--- src/hw/cop_port_pkg.sv ---
// cop_port_pkg: constants and types shared by the coprocessor-side handshake unit
// assumes the core-side port uses the two-bit handshake encoding held here
package cop_port_pkg;

  // two-bit handshake states; merge of several units is AND on bit 1, OR on bit 0
  localparam logic [1:0] HS_ABSENT = 2'h2;
  localparam logic [1:0] HS_WAIT = 2'h0;
  localparam logic [1:0] HS_GO = 2'h1;
  localparam logic [1:0] HS_LAST = 2'h3;

  // instruction field positions
  localparam int CLASS_MSB = 27;
  localparam int CLASS_LSB = 24;
  localparam logic [3:0] CLASS_COP = 4'hE;
  localparam int CPNUM_MSB = 11;
  localparam int CPNUM_LSB = 8;
  localparam int XFER_BIT = 4;
  localparam int LOAD_BIT = 20;
  localparam int PRIV_BIT = 23;
  localparam int LONG_BIT = 22;
  localparam int CRN_LSB = 16;
  localparam int CRD_LSB = 12;
  localparam int CRM_LSB = 0;

  // sizes and defaults
  localparam int DATA_W = 32;
  localparam int REG_AW = 4;
  localparam int REG_DEPTH = 16;
  localparam int CNT_W = 8;
  localparam logic [3:0] COP_NUMBER_DEFAULT = 4'h5;
  localparam int BUSY_CYCLES_DEFAULT = 2;
  localparam logic [31:0] DATA_IDLE = 32'h0000_0000;

  typedef enum logic [1:0] {OP_NONE, OP_DATA, OP_TO_COP, OP_TO_CORE} op_kind_type;

  typedef struct packed {
    op_kind_type kind;
    logic priv;
    logic long_op;
    logic [REG_AW-1:0] crn;
    logic [REG_AW-1:0] crd;
    logic [REG_AW-1:0] crm;
  } instr_fields_type;

  typedef enum logic [1:0] {EX_IDLE, EX_FIRST, EX_BUSY} ex_state_type;

endpackage

--- src/hw/cop_reg_file.sv ---
// cop_reg_file: coprocessor register bank, one write port, registered read ports
// assumes one clock; a write and a read of the same entry on one edge returns the new word
`timescale 1ns/100ps
`default_nettype none
module cop_reg_file #(
  parameter int DW = 32,
  parameter int AW = 4,
  parameter int DEPTH = 16,
  parameter int NRD = 2
) (
  // clock
  input wire logic i_mclk,
  // write port
  input wire logic i_we,
  input wire logic [AW-1:0] i_waddr,
  input wire logic [DW-1:0] i_wdata,
  // read ports
  input wire logic [NRD-1:0][AW-1:0] i_raddr,
  output logic [NRD-1:0][DW-1:0] o_rdata
);

  logic [DW-1:0] mem [DEPTH];

  always_ff @(posedge i_mclk) begin
    if (i_we) begin
      mem[i_waddr] <= i_wdata;
    end
  end

  // registered reads with write bypass
  for (genvar p = 0; p < NRD; p++) begin : g_rd
    always_ff @(posedge i_mclk) begin
      if (i_we && i_waddr == i_raddr[p]) begin
        o_rdata[p] <= i_wdata;
      end else begin
        o_rdata[p] <= mem[i_raddr[p]];
      end
    end
  end

endmodule
`default_nettype wire

--- src/hw/cop_handshake_unit.sv ---
// cop_handshake_unit: coprocessor end of the core's coprocessor handshake port
// assumes all core signals are on i_mclk, qualified by i_pipe_clock_enable
//
// Functional notes
// - advance strobe low: fetched word enters decode, decode handshake answers it
// - LAST on the active handshake bus commits the instruction for both sides
// - coprocessor supplies word on incoming bus for core's memory-stage sample
// - interlocked instruction stays in decode until the advance strobe moves it
// - immediately executable data op answers LAST on decode handshake
// - busy data op answers WAIT in decode, then LAST on execute handshake
// - late cancel after first execute: terminate with no state change
// - coprocessor tracks privilege mode, which may change during decode
// - to stall, WAIT on decode handshake then WAIT on execute as needed
// - each busy cycle: continue while condition pass high, abandon when low
// - several units merge handshakes: AND bit 1, OR bit 0
// - coprocessor pipeline moves only on enable high and advance strobe low
`timescale 1ns/100ps
`default_nettype none
module cop_handshake_unit #(
  parameter logic [3:0] CP_NUM = cop_port_pkg::COP_NUMBER_DEFAULT,
  parameter int BUSY_CYCLES = cop_port_pkg::BUSY_CYCLES_DEFAULT
) (
  // clock and reset
  input wire logic i_mclk,
  input wire logic i_rst,
  // pipeline follower
  input wire logic i_pipe_clock_enable,
  input wire logic i_pipe_advance_n,
  input wire logic [31:0] i_fetched_instr_bus,
  input wire logic i_user_mode_n,
  // execute control from core
  input wire logic i_cond_pass,
  input wire logic i_late_cancel,
  // data from core
  input wire logic [31:0] i_core_to_cop_data,
  // handshake and data to core
  output logic [1:0] o_decode_handshake,
  output logic [1:0] o_execute_handshake,
  output logic [31:0] o_cop_to_core_data
);

  localparam logic [cop_port_pkg::CNT_W-1:0] BUSY_LOAD =
    cop_port_pkg::CNT_W'(BUSY_CYCLES);

  cop_port_pkg::instr_fields_type dec_q;
  cop_port_pkg::instr_fields_type dec_next;
  cop_port_pkg::instr_fields_type ex_q;
  cop_port_pkg::ex_state_type state_q;
  logic [1:0] ex_resp_q;
  logic [cop_port_pkg::CNT_W-1:0] cnt_q;
  logic wb_pending_q;
  cop_port_pkg::op_kind_type wb_kind_q;
  logic [cop_port_pkg::REG_AW-1:0] wb_reg_q;
  logic [31:0] wb_sum_q;
  logic adv;
  logic commit;
  logic abandon;
  logic reg_we;
  logic [31:0] reg_wdata;
  logic [1:0][cop_port_pkg::REG_AW-1:0] raddr;
  logic [1:0][31:0] rdata;

  // split an instruction word into our fields
  function automatic cop_port_pkg::instr_fields_type decode_fields(input logic [31:0] w);
    cop_port_pkg::instr_fields_type f;
    f = '0;
    f.priv = w[cop_port_pkg::PRIV_BIT];
    f.long_op = ~w[cop_port_pkg::XFER_BIT] & w[cop_port_pkg::LONG_BIT];
    f.crn = w[cop_port_pkg::CRN_LSB +: cop_port_pkg::REG_AW];
    f.crd = w[cop_port_pkg::CRD_LSB +: cop_port_pkg::REG_AW];
    f.crm = w[cop_port_pkg::CRM_LSB +: cop_port_pkg::REG_AW];
    if (w[cop_port_pkg::CLASS_MSB:cop_port_pkg::CLASS_LSB] != cop_port_pkg::CLASS_COP ||
        w[cop_port_pkg::CPNUM_MSB:cop_port_pkg::CPNUM_LSB] != CP_NUM) begin
      f.kind = cop_port_pkg::OP_NONE;
    end else if (!w[cop_port_pkg::XFER_BIT]) begin
      f.kind = cop_port_pkg::OP_DATA;
    end else if (w[cop_port_pkg::LOAD_BIT]) begin
      f.kind = cop_port_pkg::OP_TO_CORE;
    end else begin
      f.kind = cop_port_pkg::OP_TO_COP;
    end
    return f;
  endfunction

  // decode-stage answer for one instruction in the current mode
  function automatic logic [1:0] respond(input cop_port_pkg::instr_fields_type f,
                                         input logic user);
    logic [1:0] r;
    r = cop_port_pkg::HS_LAST;
    if (f.kind == cop_port_pkg::OP_NONE || (f.priv && user)) begin
      r = cop_port_pkg::HS_ABSENT;
    end else if (f.long_op) begin
      r = cop_port_pkg::HS_WAIT;
    end
    return r;
  endfunction

  // advance only on enable and strobe low
  assign adv = i_pipe_clock_enable & ~i_pipe_advance_n;
  assign dec_next = adv ? decode_fields(i_fetched_instr_bus) : dec_q;

  // commit on LAST with condition pass
  assign commit = i_pipe_clock_enable & i_cond_pass &
    ((state_q == cop_port_pkg::EX_FIRST && ex_resp_q == cop_port_pkg::HS_LAST) ||
     (state_q == cop_port_pkg::EX_BUSY && !i_late_cancel &&
      o_execute_handshake == cop_port_pkg::HS_LAST));

  // abandon busy wait on pass low or cancel
  assign abandon = i_pipe_clock_enable & (state_q == cop_port_pkg::EX_BUSY) &
    (~i_cond_pass | i_late_cancel);

  always_ff @(posedge i_mclk or posedge i_rst) begin
    if (i_rst) begin
      dec_q <= '0;
    end else if (adv) begin
      dec_q <= dec_next;
    end
  end

  // answer refreshed each enabled cycle in current mode
  // LAST for immediate ops, WAIT for long ones
  always_ff @(posedge i_mclk or posedge i_rst) begin
    if (i_rst) begin
      o_decode_handshake <= cop_port_pkg::HS_ABSENT;
    end else if (i_pipe_clock_enable) begin
      o_decode_handshake <= respond(dec_next, ~i_user_mode_n);
    end
  end

  // execute stage tracking and execute handshake
  always_ff @(posedge i_mclk or posedge i_rst) begin
    if (i_rst) begin
      ex_q <= '0;
      ex_resp_q <= cop_port_pkg::HS_ABSENT;
      state_q <= cop_port_pkg::EX_IDLE;
      cnt_q <= '0;
      o_execute_handshake <= cop_port_pkg::HS_ABSENT;
    end else if (i_pipe_clock_enable) begin
      if (adv) begin
        // keep the answer present at the move
        ex_q <= dec_q;
        ex_resp_q <= o_decode_handshake;
        state_q <= (dec_q.kind != cop_port_pkg::OP_NONE) ? cop_port_pkg::EX_FIRST :
                   cop_port_pkg::EX_IDLE;
        cnt_q <= '0;
        o_execute_handshake <= cop_port_pkg::HS_ABSENT;
      end else begin
        case (state_q)
          cop_port_pkg::EX_FIRST: begin
            // WAIT then LAST on execute bus
            if (i_cond_pass && ex_resp_q == cop_port_pkg::HS_WAIT) begin
              state_q <= cop_port_pkg::EX_BUSY;
              o_execute_handshake <= (BUSY_LOAD != '0) ? cop_port_pkg::HS_WAIT :
                                     cop_port_pkg::HS_LAST;
              cnt_q <= (BUSY_LOAD != '0) ? BUSY_LOAD - 1'b1 : '0;
            end else begin
              state_q <= cop_port_pkg::EX_IDLE;
              o_execute_handshake <= cop_port_pkg::HS_ABSENT;
            end
          end
          cop_port_pkg::EX_BUSY: begin
            if (abandon || commit) begin
              state_q <= cop_port_pkg::EX_IDLE;
              o_execute_handshake <= cop_port_pkg::HS_ABSENT;
            end else begin
              o_execute_handshake <= (cnt_q != '0) ? cop_port_pkg::HS_WAIT :
                                     cop_port_pkg::HS_LAST;
              cnt_q <= (cnt_q != '0) ? cnt_q - 1'b1 : '0;
            end
          end
          default: begin
            state_q <= cop_port_pkg::EX_IDLE;
            o_execute_handshake <= cop_port_pkg::HS_ABSENT;
          end
        endcase
      end
    end
  end

  // committed work waits one cycle for late cancel
  always_ff @(posedge i_mclk or posedge i_rst) begin
    if (i_rst) begin
      wb_pending_q <= 1'b0;
      wb_kind_q <= cop_port_pkg::OP_NONE;
      wb_reg_q <= '0;
      wb_sum_q <= cop_port_pkg::DATA_IDLE;
    end else if (i_pipe_clock_enable) begin
      wb_pending_q <= commit;
      if (commit) begin
        wb_kind_q <= ex_q.kind;
        wb_reg_q <= (ex_q.kind == cop_port_pkg::OP_DATA) ? ex_q.crd : ex_q.crn;
        wb_sum_q <= rdata[0] + rdata[1];
      end
    end
  end

  // word for core's memory-stage sample, zero otherwise
  always_ff @(posedge i_mclk or posedge i_rst) begin
    if (i_rst) begin
      o_cop_to_core_data <= cop_port_pkg::DATA_IDLE;
    end else if (i_pipe_clock_enable) begin
      o_cop_to_core_data <= (commit && ex_q.kind == cop_port_pkg::OP_TO_CORE) ?
                            rdata[0] : cop_port_pkg::DATA_IDLE;
    end
  end

  // write only if not late canceled
  // take core data the cycle after commit
  assign reg_we = i_pipe_clock_enable & wb_pending_q & ~i_late_cancel &
                  (wb_kind_q != cop_port_pkg::OP_TO_CORE);
  assign reg_wdata = (wb_kind_q == cop_port_pkg::OP_TO_COP) ? i_core_to_cop_data : wb_sum_q;
  assign raddr[0] = adv ? dec_q.crn : ex_q.crn;
  assign raddr[1] = adv ? dec_q.crm : ex_q.crm;

  cop_reg_file #(
    .DW(cop_port_pkg::DATA_W),
    .AW(cop_port_pkg::REG_AW),
    .DEPTH(cop_port_pkg::REG_DEPTH),
    .NRD(2)
  ) u_regs (
    .i_mclk(i_mclk),
    .i_we(reg_we),
    .i_waddr(wb_reg_q),
    .i_wdata(reg_wdata),
    .i_raddr(raddr),
    .o_rdata(rdata)
  );

endmodule
`default_nettype wire

--- config.mk ---
export PLATFORM = sky130hd
export DESIGN_NAME = cop_handshake_unit
export DESIGN_NICKNAME = d
export VERILOG_FILES = /design/src/hw/cop_port_pkg.sv /design/src/hw/cop_reg_file.sv /design/src/hw/cop_handshake_unit.sv
export SDC_FILE = /design/constraint.sdc
export NUM_CORES = 1
export LEC_CHECK = 0
export BUFFER_PORTS_ARGS = -buffer_cell sky130_fd_sc_hd__buf_2
export CAP_MARGIN = 10
export CORE_MARGIN = 5
export CORE_UTILIZATION = 54
export DETAILED_ROUTE_END_ITERATION = 12
export GPL_TIMING_DRIVEN = 0
export PLACE_DENSITY = 0.82
export SLEW_MARGIN = 30
export SYNTH_ARGS = -nofsm -noshare
export SYNTH_HDL_FRONTEND = slang
export SYNTH_SLANG_ARGS = --single-unit
--- constraint.sdc ---
create_clock -name i_mclk -period 5.6 [get_ports i_mclk]
set_input_delay 0.56 -clock i_mclk [delete_from_list [all_inputs] [get_ports i_mclk]]
set_output_delay 0.56 -clock i_mclk [all_outputs]
set_load 0.1 [all_outputs]
### Word-level counts from Yosys, hierarchy flattened

Memories as Yosys holds them, arrays and structs flattened. A register that Yosys moved wholly into a read port is not among the register bits.
Cells that the tools add are included.

| operators by class | value |
|---|---|
| add/sub/neg operators | 2 |
| eq/ne operators | 13 |
| muxes and demuxes | 28 |
| bitwise logic cells | 15 |
| reductions and logical operators | 20 |

Operator list:

| kind | number |
|---|---|
| two-way mux 32 bit | 2 |
| adder 32 bit | 1 |
| two-way mux 8 bit | 4 |
| two-way mux 2 bit | 11 |
| two-way mux 16 bit | 1 |
| case mux 8 bit (2 select lines) | 1 |
| two-way mux 4 bit | 3 |
| equality test 2 bit (second input constant) | 5 |
| AND 1 bit | 9 |
| case mux 2 bit (2 select lines) | 2 |
| nonzero test 8 bit | 1 |
| subtractor 8 x 1 -> 8 bit (second input constant) | 1 |
| logical AND 1 bit | 6 |
| inequality test 3 x 2 -> 1 bit (second input constant) | 2 |
| AND reduction 2 bit | 3 |
| NOT 1 bit | 5 |
| equality test 2 x 1 -> 1 bit (second input constant) | 2 |
| logical NOT 2 bit | 2 |
| logical OR 1 bit | 4 |
| two-way mux 1 bit | 4 |
| inequality test 4 x 3 -> 1 bit (second input constant) | 1 |
| inequality test 4 bit (second input constant) | 1 |
| AND reduction 4 bit | 1 |
| inequality test 3 bit (second input constant) | 1 |
| other kinds (5) | 5 |

| word-level totals | value |
|---|---|
| register bits after elaboration | 117 |
| bits in writable memories | 512 |
| memories kept | 1 |

Memory list:

| name | words | width | rd ports | clocked after Yosys merged registers in | wr ports | RTL line | RTL |
|---|---|---|---|---|---|---|---|
| u_regs.mem | 16 | 32 | 2 | 2 | 1 | cop_reg_file.sv:22 | `logic [DW-1:0] mem [DEPTH];` |

### Logic depth before layout (Yosys ltp)

Gate-level depths: netlist (run 1).

| logic depth | value |
|---|---|
| word-level depth | 9 |
| mapped depth | 15 |
| mapped depth without buffers | 12 |

### Modules after synthesis

A second synthesis (run 1) with hierarchy kept.

| second synthesis, totals | value |
|---|---|
| cells, all modules | 1901 |
| area total of the unflattened synthesis | 30038.8 um2 |

Modules (own cells, without submodules):

| module | instances | cells an instance | area an instance (um2) |
|---|---|---|---|
| cop_reg_file | 1 | 1085 | 23065.9 |
| cop_handshake_unit | 1 | 816 | 6972.9 |

### Worst setup path after synthesis (run 1)

OpenSTA, ideal clock, no wires.

| timing | value |
|---|---|
| kind | in2reg |
| from | input i_pipe_clock_enable |
| to | memory u_regs.mem[0][0] (enable) |
| arrival time | 3555 ps |
| data required time | 5139 ps |
| setup slack | 1584 ps |
| stages | 4 |
| path through | clkbuf_1 -> nand4b_1 -> or3_1 -> nor3_1 |

| between the ends | value |
|---|---|
| word-level cells in the longest chain between the ends | 5 |

RTL lines:

| item | RTL line | RTL |
|---|---|---|
| start: declaration | cop_handshake_unit.sv:27 | `input wire logic i_pipe_clock_enable,` |
| AND 1 bit (3 in series) | cop_handshake_unit.sv:209 | `assign reg_we = i_pipe_clock_enable & wb_pending_q & ~i_late_cancel &` |
| two-way mux 1 bit | cop_reg_file.sv:25 | `if (i_we) begin` |
| two-way mux 1 bit (implied by the code) | cop_reg_file.sv:26 | `mem[i_waddr] <= i_wdata;` |
| end: declaration | cop_reg_file.sv:22 |  |

Every way passes these cells.

==> results of run 1 <==
-- kinds of logic (layout without fill, tap and decap cells) --
logic type      Yosys count  in the layout  share of synthesized area
flops                   637            637                      0.606
mux                     357            357                      0.253
simple gates            302            302                     0.0447
compound gates          206            206                     0.0459
buf+inv                 139            412                     0.0307
fa+ha+maj                35             35                     0.0146
xor+xnor                 19             19                    0.00546
-- placed cells by master, fill, tap and decap left out, drive strengths merged, types with 4 or more instances in the layout --
cell	Yosys	layout
edfxtp	512	512
o21ai	54	54
clkinv	1	18
ha	34	34
mux4	319	319
inv	24	29
dfxtp	8	8
nor3	17	17
nor2b	9	9
or4	7	7
xor2	9	9
a31oi	9	9
nand2b	5	5
a22o	33	33
a41o	4	4
o21a	4	4
or3	7	7
a21o	15	15
nand4	13	13
clkbuf	66	152
mux2	32	32
o211ai	8	8
nand3	14	14
nor2	43	43
o31ai	8	8
mux2i	6	6
o21bai	4	4
a21oi	39	39
buf	47	198
dfrtp	114	114
nand2	168	168
bufinv	0	10
xnor2	10	10
and3	7	7
-- metrics by stage --
stage          std cells  setup TNS [ps]
2_1_floorplan       1695               0
3_3_place_gp        2549         -255290
3_5_place_dp        2602               0
4_1_cts             2724               0
5_1_grt             2724               0
6_report            2724               0
-- registers in the layout, summed over array words and instances (netlist names), named ones only --
name,cells
wb_pending_q,1
o_decode_handshake,2
ex_q,14
wb_kind_q,2
o_execute_handshake,2
dec_q,16
wb_sum_q,32
cnt_q,8
ex_resp_q,2
wb_reg_q,4
state_q,2
o_cop_to_core_data,32
u_regs.mem,512
-- worst max-delay path, cell delays in order, from the launching register on --
cell and delay, ps:
dfxtp_1 320, buf_2 320, clkbuf_1 580, clkbuf_1 840, mux4_2 440, mux4_2 530
ha_1 310, clkbuf_1 220, nand2_1 190, nor2_1 100, a221oi_1 630, nor2_1 170
nor3b_2 320, xor2_1 170, o21ai_0 90
-- synthesized netlist by cell type, types with 10 or more instances --
cell,number
a22o_1,33
a21oi_1,38
ha_1,34
nand3_1,14
mux4_1,22
mux2_2,32
xnor2_1,10
nand4_1,13
edfxtp_1,512
a21o_1,15
nand2_1,168
nor3_1,15
mux4_2,290
inv_1,24
dfrtp_1,114
buf_2,26
o21ai_0,48
clkbuf_8,22
nor2_1,43
clkbuf_1,44
-- per-layer routing --
metal | GRT usage | vias to the layer above | wire (um)
met5 | 0 | - | 0
met2 | 0.481 | 1770 | 43200
met1 | 0.390 | 9739 | 30400
li1 | - | 7507 | -
met3 | 0.0866 | 385 | 12600
met4 | 0.132 | 0 | 5050
-- final timing paths --
| kind | to | slack, ps | depth (start not counted) | start |
|---|---|---|---|---|
| worst min register to register | flip-flop | 470 | 2 | ex_q[3] |
| max in group asynchronous | o_cop_to_core_data[20] | 4380 | 4 | i_rst |
| worst max register to register | wb_sum_q[21] | 230 | 14 | flip-flop |
| worst max-delay path | wb_sum_q[21] | 230 | 14 | flip-flop |
| min in group asynchronous | dec_q[2] | 480 | 3 | i_rst |
| worst min-delay path | dec_q[1] | 130 | 3 | i_fetched_instr_bus[1] |
-- power by group through the flow --
stage | registers (mW) | clock network, mW | logic, mW
after floorplan | 5.21 | 0 | 1.79
after detailed placement | 5.21 | 0 | 2.50
after global placement | 5.21 | 0 | 2.43
final | 5.12 | 4.66 | 2.60
after CTS | 5.12 | 4.67 | 2.53
after global routing | 5.12 | 4.89 | 2.71
-- what timing repair did --
item,CTS,global route
endpoints found under the setup margin,0,0
hold endpoints to repair,41,0
hold buffers,1,0
-- area by class of cell --
class / count / area (sq um) / share of cell area
clock buffer: 86 / 1820 / 0.0517
tap: 756 / 946 / 0.0269
multi-input combinational: 919 / 11200 / 0.318
buffer: 114 / 847 / 0.0241
timing repair buffer: 152 / 1400 / 0.0397
sequential: 637 / 18500 / 0.524
clock inverter: 35 / 452 / 0.0128
inverter: 25 / 101 / 0.00288
==> impl_results.md, run 1 <==
* Post-DP Area at 32900 sq um
* Maximum buffer depth of the clock tree at 3
* Max FO, Critical Path at 10
* Pre-CTS setup slack at 407 ps
* Initial drt markers at approximately 3.1k
* Status: finished, final reports clean
* Fill cells at between 3k and 4k
* Layout cell share with drive strength beyond 1 at 0.341
* Vias after detailed routing at 19.4k
* Fin util at 0.627
* Layout net count at 2022
* Min Tclk post-route at 5370 ps
* Vias per inst at 7.12
* CTS tree: built
* Gp weighted congestion at 0.953
* Critical Path End Type: flip-flop
* Pwr dens at 351 nW/um^2
* Cts repair resizes at 0
* # diodes at 0
* Worst Path Class, Setup: reg2reg
* Nature of the critical path startpoint: flip-flop
* Switching pwr at ~3.4 mW
* Clk sink count at between 600 and 700
* Syn. warnings at 0
* FFs w/ async S/R, synth at 0.184
* Drt first pass iters at 6
* Worst EP arrival at 5860 ps
* Synth top area share at 0.504
* Skew-Pair Late Insertion Delay at between 600 and 700 ps
* Internal at between 8 and 9 mW
* Core Box Area at 56200 sq um
* Area growth from synthesis to layout at 15.5%
* Die width at 248 um
* Worst vdd rail ir drop at around 0.28 mV
* Initial antenna violation count at 0
* Syn avg cell area at 18.0 sq um
* Detailed Place HPWL at 59900 um
* Seq cells post-synth at 637
* Syn Inst Count at 1695
* Clk pin slew, worst setup/hold paths at roughly 60 ps
* Max-Slew Margin vs Limit at 0.250
* Unrepaired setup endpoints after global routing: false
* Leakage power at 12.3 nW
* Final Hold Fails at 0
* Req. time, crit path at 6090 ps
* Combinational power share at 0.210
* Root buffer cell: clkbuf_16
* Num CTS Buffers at 67
* Hold WS at 134 ps
* Remaining global-route overflow at 0
* Distinct cells, synth at 75
* Fmax at about 190 MHz
* Wire per inst at 33.5 um
* Register area share after synthesis at 0.606
* Number of setup violations in the final report at 0
* Largest net degree at the start of global routing at 74
* Die Footprint at between 60000 and 70000 sq um
* Worst hold path type: in2reg
* Die height at 248 um
* Sw frac at 0.277
* Final Power at 12.4 mW
* # Post-CTS Setup Buffers at 0
* PortBufs at between 90 and 100
* Sequential group share of total power at 0.413
* Setup ws final at 232 ps
* Ys flop type: edfxtp_1
* GRT Overall Usage at 0.301
* Clock power frac at 0.377
* Syn nets at 1801
* Initial Util at 0.543
* WL final at 91200 um
* Crit share post-route at 0.959
* Final ANT Viol Nets at 0
* Max-Cap Viols at 0
* H-tree depth at 3
* Slew @ Worst Pin at ~1100 ps
* Site Rows at 87
* Clock skew at between 20 and 30 ps
* Fin area at 35200 sq um
* Synthesized area at 30500 sq um
* Number of global-route vias before repair at 19.6k
* Final Max Slew Viols at 0
* Cell taking the most area after synthesis: edfxtp_1
* Post-synth EDFFs at 512
* Synth top area cells: edfxtp_1, mux4_2, dfrtp_1
* Boundary pin count at 107
* First-pass GRT wire length at around 130000 um
* Residual DRC at 0
(Power assumes the default switching activity.)
==> run 2, diff against run 1 <==
- CORE_UTILIZATION: 54 -> 40
- PLACE_DENSITY: 0.82 -> 0.67
==> run 2 against run 1 <==
Sequential power hardly changed. Register-to-register slack better by 60 ps. Critical endpoint is now wb_sum_q[18]. Maximum frequency is 1.1% higher. Setup slack better by 57 ps.
==> impl_results.md, run 2 (same netlist as run 1, synthesis figures left out) <==
* Post-DP Area at 33200 sq um (+0.84%)
* Crit share post-route at 0.948 (-0.0102)
* First-pass GRT wire length at 132000 um (about the same)
* Layout cell share with drive strength beyond 1 at 0.346 (+0.00535)
* Largest net degree at the start of global routing at 75 (+1.4%)
* GR Util met2 at 0.352 (-0.129)
* PortBufs at 98 (unchanged)
* Worst Hold Path EP: dec_q[4]
* Root buffer cell: clkbuf_16
* # diodes at 0 (unchanged)
* Vias after detailed routing at 18.7k (-3.5%)
* GRT busiest layer: met2
* FF-to-FF setup slack at 290 ps (+60 ps)
* Number of global-route vias before repair at 19.2k (-2.0%)
* Cells on worst reg2reg path at 15 (+1)
* Area growth from synthesis to layout at 17.1%
* Fill cells at 6223 (+64%)
* Initial antenna violation count at 1 (+1)
* Worst EP arrival at 5860 ps (about the same)
* Final Hold Fails at 0 (unchanged)
* Detailed Place HPWL at 61800 um (+3.2%)
* Pwr dens at 353 nW/um^2 (+0.59%)
* Core Box Area at 75700 sq um (+35%)
* Residual DRC at 0 (unchanged)
* Slew @ Worst Pin at 1120 ps (-8.00 ps)
* Die height at 286 um (+16%)
* Unrepaired setup endpoints after global routing: false
* Drt first pass iters at 5 (-1)
* Clk pin slew, worst setup/hold paths at 60 ps (about the same)
* Regs by FF count: u_regs.mem x512, o_cop_to_core_data x32, wb_sum_q x32
* Die Footprint at 81800 sq um (+33%)
* Wire per inst at 30.9 um (-7.8%)
* Grt met3 use at 0.0653 (-0.0213)
* Worst Path Class, Setup: reg2reg
* Max-Slew Margin vs Limit at 0.255 (+0.00534)
* Top reg by flops: u_regs.mem
* Nature of the critical path startpoint: flip-flop
* Req. time, crit path at 6150 ps (+60 ps)
* Final Max Slew Viols at 0 (unchanged)
* Max-Cap Viols at 0 (unchanged)
* Die width at 286 um (+16%)
* Final Power at 12.6 mW (+1.9%)
* Clk sink count at 637 (unchanged)
* Boundary pin count at 107 (unchanged)
* Worst vdd rail ir drop at 0.199 mV (-29%)
* Status: finished, final reports clean
* Min Tclk post-route at 5310 ps (-57.0 ps)
* GRT Overall Usage at 0.221 (-0.0794)
* Met1 usage at 0.300 (-0.0894)
* Initial drt markers at 2348 (-23%)
* Max reg flops at 512 (unchanged)
* Maximum buffer depth of the clock tree at 3 (unchanged)
* Final ANT Viol Nets at 0 (unchanged)
* CTS tree: built
* Fin area at 35700 sq um (+1.3%)
* RR Endpoint: wb_sum_q[18]
* Vias per inst at 6.33 (-11%)
* Most frequent cells in the layout: edfxtp_1, mux4_2, nand2_1
* Worst hold stages at 3 (unchanged)
* WL final at 91200 um (about the same)
* Clock skew at 31.0 ps (+1.19 ps)
* Gp weighted congestion at 0.879 (-7.7%)
* Critical Path End Type: flip-flop
* Num CTS Buffers at 71 (+6.0%)
* Remaining global-route overflow at 0 (unchanged)
* Site Rows at 101 (+16%)
* Number of setup violations in the final report at 0 (unchanged)
* Hold Startpoint: i_fetched_instr_bus[12]
* Leading cell type in the layout, fill and taps excluded: edfxtp_1
* # Post-CTS Setup Buffers at 0 (unchanged)
* Fmax at 188 MHz (+1.1%)
* Initial Util at 0.403 (-0.140)
* Worst hold path type: in2reg
* Skew-Pair Late Insertion Delay at 630 ps (about the same)
* Leakage power at 12.3 nW (+0.70%)
* Max FO, Critical Path at 10 (unchanged)
* H-tree depth at 3 (unchanged)
* Layout net count at 2028 (+0.30%)
==> run 2: cell types whose count changed in the layout (fill, tap and decap cells not counted), moves of 2 or more <==
cell / delta
buf_6: +4
inv_6: -4
clkbuf_16: +9
buf_8: -2
clkinv_2: +2
clkinvlp_4: +3
buf_12: +5
bufinv_16: -2
clkinv_4: +3
buf_16: -4
clkinv_1: -5
==> run 2: routing by layer <==
metal | up-vias | share of wire
li1 | 7509 | -
met1 | 9805 | 0.38
met2 | 1220 | 0.47
met3 | 190 | 0.12
met4 | 0 | 0.029
met5 | - | 0
==> run 2: how the worst max path moves through the flow <==
stage / to / slack [ps] / cells past startpoint
finish: wb_sum_q[18] / 290 / 15
global route: wb_sum_q[21] / 140 / 13
CTS: wb_sum_q[31] / 390 / 13
detailed placement: wb_sum_q[31] / 420 / 13
global placement: u_regs.mem[0][19] / -2540 / 5
floorplan: u_regs.mem[0][0] / 1580 / 4
==> run 2: repair_timing <==
item | CTS | global route
resized for setup | 0 | 0
hold endpoints to repair | 40 | 0
endpoints found under the setup margin | 0 | 0
hold buffers | 1 | 0
==> run 2: area by class of cell <==
type | instances | area [sq um] | share of cell area
Clock buffer | 97 | 2060 | 0.0578
Sequential cell | 637 | 18500 | 0.518
Timing Repair Buffer | 154 | 1390 | 0.0391
Multi-Input combinational cell | 919 | 11200 | 0.314
Tap cell | 978 | 1220 | 0.0343
Buffer | 114 | 847 | 0.0237
Inverter | 25 | 101 | 0.00284
Clock inverter | 32 | 397 | 0.0111
==> run 2: stage by stage <==
step | setup TNS [ps] | cells | setup slack, ps | util | hold slack [ps]
after floorplan | 0 | 1695 | 1580 | - | 431
after global placement | -302010 | 2771 | -2540 | 0.425 | 449
after detailed placement | 0 | 2826 | 418 | 0.439 | 449
after CTS | 0 | 2956 | 389 | 0.471 | 83.7
after global routing | 0 | 2956 | 145 | 0.471 | 123
final | 0 | 2956 | 289 | 0.471 | 125
==> run 2: power breakdown <==
group | leakage, nW | internal (mW) | total [mW] | switching [mW]
registers | 6.10 | 5.09 | 5.12 | 0.0241
logic | 5.05 | 1.09 | 2.59 | 1.49
clock network | 1.19 | 2.96 | 4.91 | 1.95
==> run 2: critical path: stages, from the launching register on <==
cell and delay (ps):
dfxtp_1 310, buf_2 330, clkbuf_1 580, clkbuf_1 840, mux4_2 380, mux4_2 230
ha_1 220, inv_1 80, fa_1 460, nor2b_1 200, o21a_1 160, o21ai_1 140
a21oi_1 370, a41oi_1 290, or4_1 530, nand3_1 100
